==> src/err_agg_pkg.sv <==
package err_agg_pkg;

  // register bus geometry
  localparam int ADDR_W = 4;
  localparam int DATA_W = 16;

  // error byte geometry
  localparam int ERR_W = 16;
  localparam int RATE_W = 2;
  localparam int NUM_BOARDS = 8;
  localparam int MODE_W = 2;

  // fixed positions inside the common error byte
  localparam int BIT_TIME_STRING = 4;
  localparam int BIT_BOARD_FAULT = 12;
  localparam int BIT_BOARD_MISSING = 13;
  // bit 0 carries no error meaning and reads as zero
  localparam logic [ERR_W-1:0] ERR_USED_MASK = 16'hFFFE;

  // register indices
  localparam logic [ADDR_W-1:0] REG_ERR_BYTE = 4'h0;
  localparam logic [ADDR_W-1:0] REG_RATE_LO = 4'h1;
  localparam logic [ADDR_W-1:0] REG_RATE_HI = 4'h2;
  localparam logic [ADDR_W-1:0] REG_CONFIG = 4'h3;
  localparam logic [ADDR_W-1:0] REG_BOARD_MODE = 4'h4;
  localparam logic [ADDR_W-1:0] REG_IRQ_STATUS = 4'h5;
  localparam logic [ADDR_W-1:0] REG_IRQ_MASK = 4'h6;
  localparam logic [ADDR_W-1:0] REG_OUT_STATE = 4'h7;

  // config register fields
  localparam int CFG_DYNAMIC_BIT = 0;
  localparam int CFG_FRONT_EN_BIT = 1;
  localparam int CFG_W = 2;
  localparam logic [CFG_W-1:0] CFG_RESET = 2'h0;

  // interrupt status fields
  localparam int IRQ_W = 3;
  localparam int IRQ_MINOR_BIT = 0;
  localparam int IRQ_MAJOR_BIT = 1;
  localparam int IRQ_CLEAR_BIT = 2;
  localparam logic [IRQ_W-1:0] IRQ_RESET = 3'h0;

  // per-bit rating codes
  localparam logic [RATE_W-1:0] RATE_MASKED = 2'h0;
  localparam logic [RATE_W-1:0] RATE_MINOR = 2'h1;
  localparam logic [RATE_W-1:0] RATE_MAJOR = 2'h2;
  localparam logic [ERR_W*RATE_W-1:0] RATE_RESET = 32'h0000_0000;

  // per-board supervision modes
  localparam logic [MODE_W-1:0] MODE_OFF = 2'h0;
  localparam logic [MODE_W-1:0] MODE_IDLE = 2'h1;
  localparam logic [MODE_W-1:0] MODE_MONITOR = 2'h2;
  localparam logic [NUM_BOARDS*MODE_W-1:0] MODE_RESET = 16'h0000;

  // state shown on the error output lines, gray along none-minor-major
  typedef enum logic [1:0] {
    OUT_NONE = 2'b00,
    OUT_MINOR = 2'b01,
    OUT_MAJOR = 2'b11
  } out_state_e;

endpackage

==> src/error_priority_aggregator.sv <==
`timescale 1ns/1ps

// What this block does
// - each error type owns one bit; all bits form the common error byte
// - every error bit carries a rating: masked, minor or major
// - common error output rises when any minor or major bit is active
// - display error indicator lights for any unmasked error, priority not shown
// - active error drives backplane logic output and isolated output together
// - a setting also routes the logic error output to the front connector
// - static form shows only error or no error, all treated as major
// - dynamic form gives distinct output states for minor and major
// - board faulty, absent or erroring sets bits chosen by its supervision mode
// - monitoring board: unrecognised or internal fault sets bits 12 and 13
// - idle board: unrecognised sets bit 13 only; internal faults set nothing
// - every error bit may be read at any time
// - a bit reads 1 while its condition exists, 0 otherwise
// - bad or missing master/slave time string sets bit 4
module error_priority_aggregator
  import err_agg_pkg::*;
(
  input wire logic clk,
  input wire logic rst_b,
  input wire logic [err_agg_pkg::ADDR_W-1:0] addr,
  input wire logic [err_agg_pkg::DATA_W-1:0] wr_data,
  input wire logic wr_en,
  input wire logic rd_en,
  output logic [err_agg_pkg::DATA_W-1:0] rd_data,
  input wire logic [err_agg_pkg::ERR_W-1:0] sys_err,
  input wire logic time_string_err,
  input wire logic [err_agg_pkg::NUM_BOARDS-1:0] board_missing,
  input wire logic [err_agg_pkg::NUM_BOARDS-1:0] board_fault,
  output logic [err_agg_pkg::ERR_W-1:0] common_error_byte,
  output logic common_err,
  output logic display_err_ind,
  output logic err_ttl_bp,
  output logic err_opto_bp,
  output logic err_ttl_front,
  output logic [1:0] err_state,
  output logic irq
);

  import err_agg_pkg::*;

  // software-facing state
  logic [CFG_W-1:0] cfg_r;
  logic [NUM_BOARDS*MODE_W-1:0] board_mode_r;
  logic [IRQ_W-1:0] irq_status_r;
  logic [IRQ_W-1:0] irq_status_nxt;
  logic [IRQ_W-1:0] irq_mask_r;
  logic [ERR_W*RATE_W-1:0] ratings;

  // error path state
  logic [ERR_W-1:0] err_byte_r;
  logic [ERR_W-1:0] err_byte_nxt;
  out_state_e out_state_r;
  out_state_e out_state_nxt;

  // returns the board mode field for one board
  function automatic logic [MODE_W-1:0] mode_of(input logic [NUM_BOARDS*MODE_W-1:0] modes,
                                                input int idx);
    mode_of = modes[idx*MODE_W +: MODE_W];
  endfunction

  // returns the rating code for one error bit
  function automatic logic [RATE_W-1:0] rate_of(input logic [ERR_W*RATE_W-1:0] rates, input int idx);
    rate_of = rates[idx*RATE_W +: RATE_W];
  endfunction

  // address decode
  wire wr_rate_lo = wr_en && (addr == REG_RATE_LO);
  wire wr_rate_hi = wr_en && (addr == REG_RATE_HI);
  wire wr_cfg = wr_en && (addr == REG_CONFIG);
  wire wr_mode = wr_en && (addr == REG_BOARD_MODE);
  wire wr_irq_status = wr_en && (addr == REG_IRQ_STATUS);
  wire wr_irq_mask = wr_en && (addr == REG_IRQ_MASK);
  wire cfg_dynamic = cfg_r[CFG_DYNAMIC_BIT];
  wire cfg_front_en = cfg_r[CFG_FRONT_EN_BIT];

  rating_table u_rating_table (
    .clk(clk),
    .rst_b(rst_b),
    .wr_en(wr_rate_lo || wr_rate_hi),
    .wr_hi(wr_rate_hi),
    .wr_data(wr_data),
    .rd_hi(addr == REG_RATE_HI),
    .rd_data(),
    .ratings(ratings)
  );

  // board supervision: which board conditions reach bits 12 and 13
  logic board_fault_any;
  logic board_missing_any;
  always_comb begin
    board_fault_any = 1'b0;
    board_missing_any = 1'b0;
    for (int b = 0; b < NUM_BOARDS; b++) begin
      case (mode_of(board_mode_r, b))
        MODE_MONITOR: begin
          if (board_missing[b] || board_fault[b]) begin
            board_fault_any = 1'b1;
            board_missing_any = 1'b1;
          end
        end
        MODE_IDLE: begin
          if (board_missing[b]) begin
            board_missing_any = 1'b1;
          end
        end
        default: begin
          // board not integrated: never supervised
        end
      endcase
    end
  end

  // assemble the common error byte from live conditions
  always_comb begin
    err_byte_nxt = sys_err & ERR_USED_MASK;
    err_byte_nxt[BIT_TIME_STRING] = time_string_err;
    err_byte_nxt[BIT_BOARD_FAULT] = board_fault_any;
    err_byte_nxt[BIT_BOARD_MISSING] = board_missing_any;
  end

  // level, not sticky: a bit follows its condition
  always_ff @(posedge clk or negedge rst_b) begin
    if (!rst_b) begin
      err_byte_r <= '0;
    end else begin
      err_byte_r <= err_byte_nxt;
    end
  end

  // filter each bit through its rating
  logic any_minor;
  logic any_major;
  always_comb begin
    any_minor = 1'b0;
    any_major = 1'b0;
    for (int i = 0; i < ERR_W; i++) begin
      if (err_byte_r[i]) begin
        case (rate_of(ratings, i))
          RATE_MASKED: begin
            // masked bits reach no error output or output state; they still show in the error byte
          end
          RATE_MINOR: any_minor = 1'b1;
          RATE_MAJOR: any_major = 1'b1;
          default: any_major = 1'b1; // spare code rates as major, never lost
        endcase
      end
    end
  end

  wire any_err = any_minor || any_major;

  // output state: static folds minor into major, major wins when both
  always_comb begin
    if (!any_err) begin
      out_state_nxt = OUT_NONE;
    end else if (!cfg_dynamic || any_major) begin
      out_state_nxt = OUT_MAJOR;
    end else begin
      out_state_nxt = OUT_MINOR;
    end
  end

  // output state flop, one cycle behind the byte
  always_ff @(posedge clk or negedge rst_b) begin
    if (!rst_b) begin
      out_state_r <= OUT_NONE;
    end else begin
      out_state_r <= out_state_nxt;
    end
  end

  // common output and indicator share one source, so they never disagree
  always_ff @(posedge clk or negedge rst_b) begin
    if (!rst_b) begin
      common_err <= 1'b0;
      display_err_ind <= 1'b0;
    end else begin
      common_err <= any_err;
      display_err_ind <= any_err;
    end
  end

  // backplane pair and front copy; only the front copy is gated by its setting
  always_ff @(posedge clk or negedge rst_b) begin
    if (!rst_b) begin
      err_ttl_bp <= 1'b0;
      err_opto_bp <= 1'b0;
      err_ttl_front <= 1'b0;
    end else begin
      err_ttl_bp <= any_err;
      err_opto_bp <= any_err;
      err_ttl_front <= any_err && cfg_front_en;
    end
  end

  assign err_state = out_state_r;
  assign common_error_byte = err_byte_r;

  // events: entry into each output state, judged one cycle ahead of the flop
  logic [IRQ_W-1:0] irq_events;
  always_comb begin
    irq_events = '0;
    if (out_state_nxt != out_state_r) begin
      case (out_state_nxt)
        OUT_MINOR: irq_events[IRQ_MINOR_BIT] = 1'b1;
        OUT_MAJOR: irq_events[IRQ_MAJOR_BIT] = 1'b1;
        OUT_NONE: irq_events[IRQ_CLEAR_BIT] = 1'b1;
        default: irq_events = '0;
      endcase
    end
  end

  wire [IRQ_W-1:0] irq_w1c = wr_irq_status ? wr_data[IRQ_W-1:0] : '0;

  // set beats clear so an event in the clearing cycle survives
  always_comb begin
    irq_status_nxt = (irq_status_r & ~irq_w1c) | irq_events;
  end

  // sticky status bits
  always_ff @(posedge clk or negedge rst_b) begin
    if (!rst_b) begin
      irq_status_r <= IRQ_RESET;
    end else begin
      irq_status_r <= irq_status_nxt;
    end
  end

  // built from the next status so the line rises with its status bit
  always_ff @(posedge clk or negedge rst_b) begin
    if (!rst_b) begin
      irq <= 1'b0;
    end else begin
      irq <= |(irq_status_nxt & irq_mask_r);
    end
  end

  // output form and front routing
  always_ff @(posedge clk or negedge rst_b) begin
    if (!rst_b) begin
      cfg_r <= CFG_RESET;
    end else if (wr_cfg) begin
      cfg_r <= wr_data[CFG_W-1:0];
    end
  end

  // supervision mode of every board, two bits each
  always_ff @(posedge clk or negedge rst_b) begin
    if (!rst_b) begin
      board_mode_r <= MODE_RESET;
    end else if (wr_mode) begin
      board_mode_r <= wr_data[NUM_BOARDS*MODE_W-1:0];
    end
  end

  // interrupt mask, same layout as the status
  always_ff @(posedge clk or negedge rst_b) begin
    if (!rst_b) begin
      irq_mask_r <= IRQ_RESET;
    end else if (wr_irq_mask) begin
      irq_mask_r <= wr_data[IRQ_W-1:0];
    end
  end

  // zero-padded views of the narrow registers
  wire [DATA_W-1:0] cfg_word = {{(DATA_W-CFG_W){1'b0}}, cfg_r};
  wire [DATA_W-1:0] irq_status_word = {{(DATA_W-IRQ_W){1'b0}}, irq_status_r};
  wire [DATA_W-1:0] irq_mask_word = {{(DATA_W-IRQ_W){1'b0}}, irq_mask_r};
  wire [DATA_W-1:0] out_state_word = {{(DATA_W-$bits(out_state_e)){1'b0}}, out_state_r};
  // rating words taken from the table flops, so they fit the one-cycle read slot
  wire [DATA_W-1:0] rate_lo_word = ratings[DATA_W-1:0];
  wire [DATA_W-1:0] rate_hi_word = ratings[ERR_W*RATE_W-1:DATA_W];

  // read mux on the live index; unmapped indices read zero
  logic [DATA_W-1:0] rd_mux;
  always_comb begin
    case (addr)
      REG_ERR_BYTE: rd_mux = err_byte_r;
      REG_RATE_LO: rd_mux = rate_lo_word;
      REG_RATE_HI: rd_mux = rate_hi_word;
      REG_CONFIG: rd_mux = cfg_word;
      REG_BOARD_MODE: rd_mux = board_mode_r;
      REG_IRQ_STATUS: rd_mux = irq_status_word;
      REG_IRQ_MASK: rd_mux = irq_mask_word;
      REG_OUT_STATE: rd_mux = out_state_word;
      default: rd_mux = '0;
    endcase
  end

  // read data register: loaded by a read strobe, zero in every other cycle
  always_ff @(posedge clk or negedge rst_b) begin
    if (!rst_b) begin
      rd_data <= '0;
    end else begin
      rd_data <= rd_en ? rd_mux : '0;
    end
  end

endmodule

==> src/rating_table.sv <==
`timescale 1ns/1ps

// holds the rating of every error bit; two words of eight ratings each
module rating_table
  import err_agg_pkg::*;
(
  input wire logic clk,
  input wire logic rst_b,
  input wire logic wr_en,
  input wire logic wr_hi,
  input wire logic [err_agg_pkg::DATA_W-1:0] wr_data,
  input wire logic rd_hi,
  output logic [err_agg_pkg::DATA_W-1:0] rd_data,
  output logic [err_agg_pkg::ERR_W*err_agg_pkg::RATE_W-1:0] ratings
);

  logic [ERR_W*RATE_W-1:0] table_r;

  // one write port, ratings change only on software writes
  always_ff @(posedge clk or negedge rst_b) begin
    if (!rst_b) begin
      table_r <= RATE_RESET;
    end else if (wr_en && wr_hi) begin
      table_r[ERR_W*RATE_W-1:DATA_W] <= wr_data;
    end else if (wr_en) begin
      table_r[DATA_W-1:0] <= wr_data;
    end
  end

  // read data from a register, ready one cycle after the request
  always_ff @(posedge clk or negedge rst_b) begin
    if (!rst_b) begin
      rd_data <= '0;
    end else begin
      rd_data <= rd_hi ? table_r[ERR_W*RATE_W-1:DATA_W] : table_r[DATA_W-1:0];
    end
  end

  assign ratings = table_r;

endmodule

==> config.mk <==
export PLATFORM = sky130hd
export DESIGN_NAME = error_priority_aggregator
export DESIGN_NICKNAME = d
export VERILOG_FILES = /design/src/err_agg_pkg.sv /design/src/error_priority_aggregator.sv /design/src/rating_table.sv
export SDC_FILE = /design/constraint.sdc
export NUM_CORES = 1
export LEC_CHECK = 0
export BUFFER_PORTS_ARGS = -buffer_cell sky130_fd_sc_hd__buf_2
export CORE_UTILIZATION = 56
export DETAILED_ROUTE_END_ITERATION = 10
export PLACE_DENSITY = 0.81
export SLEW_MARGIN = 20
export SYNTH_ARGS = -nofsm -noshare
export SYNTH_HDL_FRONTEND = slang
export SYNTH_HIERARCHICAL = 1
export SYNTH_SLANG_ARGS = --single-unit
==> constraint.sdc <==
create_clock -name clk -period 2 [get_ports clk]
set_input_delay 0.4 -clock clk [delete_from_list [all_inputs] [get_ports clk]]
set_output_delay 0.4 -clock clk [all_outputs]
set_load 0.05 [all_outputs]
==> reports/metrics.csv <==
metric;value;unit
Flop pwr share;0.494;
CP Max Fanout;5;
max cap viols;0;
clock network power share;0.231;
Gate Count Post-Synth;396;
TritonCTS clock tree;built;
Worst-Margin Slew;0.615;ns
Worst path top cell family by delay;compound AO/OA/AOI/OAI gates;
Critical Path Start Type;flip-flop;
clk buf depth;2;
Finished Layout Cells;602;
via count;3496;
power density cells;914;nW/um^2
Initial Utilization;0.583;
FMAX;0.535;GHz
Rows;32;
Post-DP Area;5160;sq um
CP max stage cell;dfrtp_1;
power share of the combinational group;0.275;
Synth Net Count;469;
Net Sw Frac;0.353;
Layout area overhead;17.4;%
final instance area;5340;sq um
# resized after CTS;0;
Max stage delay on crit path;0.46;ns
Via density;5.81;
final worst slack;0.132;ns
clk sinks;91;
share of layout cells above drive strength 1;0.372;
pre-CTS setup slack;0.0643;ns
largest net degree at the start of global routing;39;
final setup fails;0;
number of CTS-inserted buffers;9;
routed length per instance;18.4;um
Die Area;8490;sq um
CTS clk-pin slew, worst paths;0.10;ns
Hold Path Class;in -> reg;
HPWL Detailed;8270;um
grt ovf;0;
Iter 0 DRT Violations;277;
Skew-Pair Late Insertion Delay;0.37;ns
Cells after DPL;585;
Die Y;92.1;um
post-route ant nets;0;
Crit path arrival time;2.12;ns
crit-path cells;nand2_1 -> o21ai_1 -> a311o_1 -> nor3_4 -> o21ai_2 -> a2111o_1;
GRT Util Overall;0.277;
Pleak;2.62;nW
unrepaired setup endpoints after global routing;false;
worst path bufs/invs;0;
H-tree Lvls;3;
detailed-route wire length;11100;um
die width;92.1;um
Post-Syn Area per Cell;11.5;sq um
Hold Fails Final Rpt;0;
Syn Std Cell Area;4550;sq um
Internal Pwr Total;3.16;mW
endpoint type of the worst setup path;flip-flop;
NumNets Final;568;
GP Congestion;0.925;
Core ar.;7810;sq um
# port buffers;91;
Setup TNS;0;ns
initial antenna violation count;0;
clock skew;0.0144;ns
first-pass GRT wire length;17700;um
Worst slew margin;0.590;
Final Cycle Share;0.934;
total number of yosys warnings;6;
# IOs;97;
Power Total;4.88;mW
vias in the first global route;3382;
CP required;2.26;ns
crit path kind;reg -> reg;
P_sw;1.72;mW
Root Buffer;clkbuf_8;
minimum clock period;1.87;ns
router iterations before antenna repair;4;
outcome;complete, no violations;
Final Max Tran Viols;0;
drt drc;0;
Peak VDD IR;569;uV
Antenna Cells;0;
[final cells by class]
type	instances	area, sq um
timing repair buffer	109	621
clock inverter	7	51.3
inverter	25	93.8
fill	594	2460
sequential	91	2280
multi-input combinational	259	2050
clock buffer	9	124
tap	102	128
[routing by layer]
metal	GRT usage	vias to the layer above	part of all wire
met4	0.0872	0	0.014
met5	0	-	0
met2	0.417	148	0.46
met3	0.0448	16	0.064
li1	-	1588	-
met1	0.411	1744	0.46
[final timing paths]
path / from / endpoint / slack [ns] / depth (start not counted)
setup / recovery: common_error_byte[3] / irq / 0.13 / 6
hold / removal: sys_err[14] / common_error_byte[14] / 0.13 / 1
setup reg to reg: common_error_byte[3] / irq / 0.13 / 6
hold reg to reg: irq_status_r[0] / irq_status_r[0] / 0.50 / 2
max in group asynchronous: rst_b / board_mode_r[12] / 0.96 / 3
min in group asynchronous: rst_b / irq / 0.47 / 2
[power groups by stage]
stage / clock [mW] / sequential [mW] / combinational [mW]
final: 1.13 / 2.41 / 1.34
after global routing: 1.21 / 2.44 / 1.47
after global placement: 0 / 2.41 / 1.30
after floorplan: 0 / 2.53 / 0.783
after detailed placement: 0 / 2.43 / 1.34
after CTS: 1.15 / 2.40 / 1.35
[registers in the layout (all words and copies together) (netlist names)]
register and flops:
irq_status_r 3, rd_data 16, common_error_byte 15, u_rating_table/ratings 32
irq 1, irq_mask_r 3, board_mode_r 16, err_state 2
err_ttl_front 1, cfg_r 2
[cell usage in the layout, fill, tap and decap left out, types with 7 or more instances in the layout]
master	n
a21oi_1	15
a22oi_1	19
buf_2	90
buf_4	16
clkbuf_8	9
dfrtp_1	91
ha_1	16
inv_1	25
mux2_2	31
mux2_4	20
mux2i_1	15
nand2_1	28
nand3_1	7
nand3b_1	14
nor2_1	22
o21ai_0	25
[metrics by stage]
| stage | utilization | hold WS (ns) |
|---|---|---|
| global placement | 0.661 | 0.330 |
| finish | 0.684 | 0.127 |
| floorplan | - | 0.104 |
| CTS | 0.684 | 0.124 |
| detailed placement | 0.661 | 0.342 |
| global route | 0.684 | 0.121 |
[timing repair]
item | CTS | global route
hold endpoints to repair | 24 | 0
hold buffers | 1 | 0
setup endpoints to repair | 0 | 0
buffers inserted | 0 | 0
[worst reg2reg max path, stage by stage (launching register included)]
cell and delay [ns]:
dfrtp_1 0.46, nand2_1 0.11, o21ai_1 0.06, a311o_1 0.35, nor3_4 0.26, o21ai_2 0.11, a2111o_1 0.41
No activity file was read; power rests on OpenSTA's default activity.
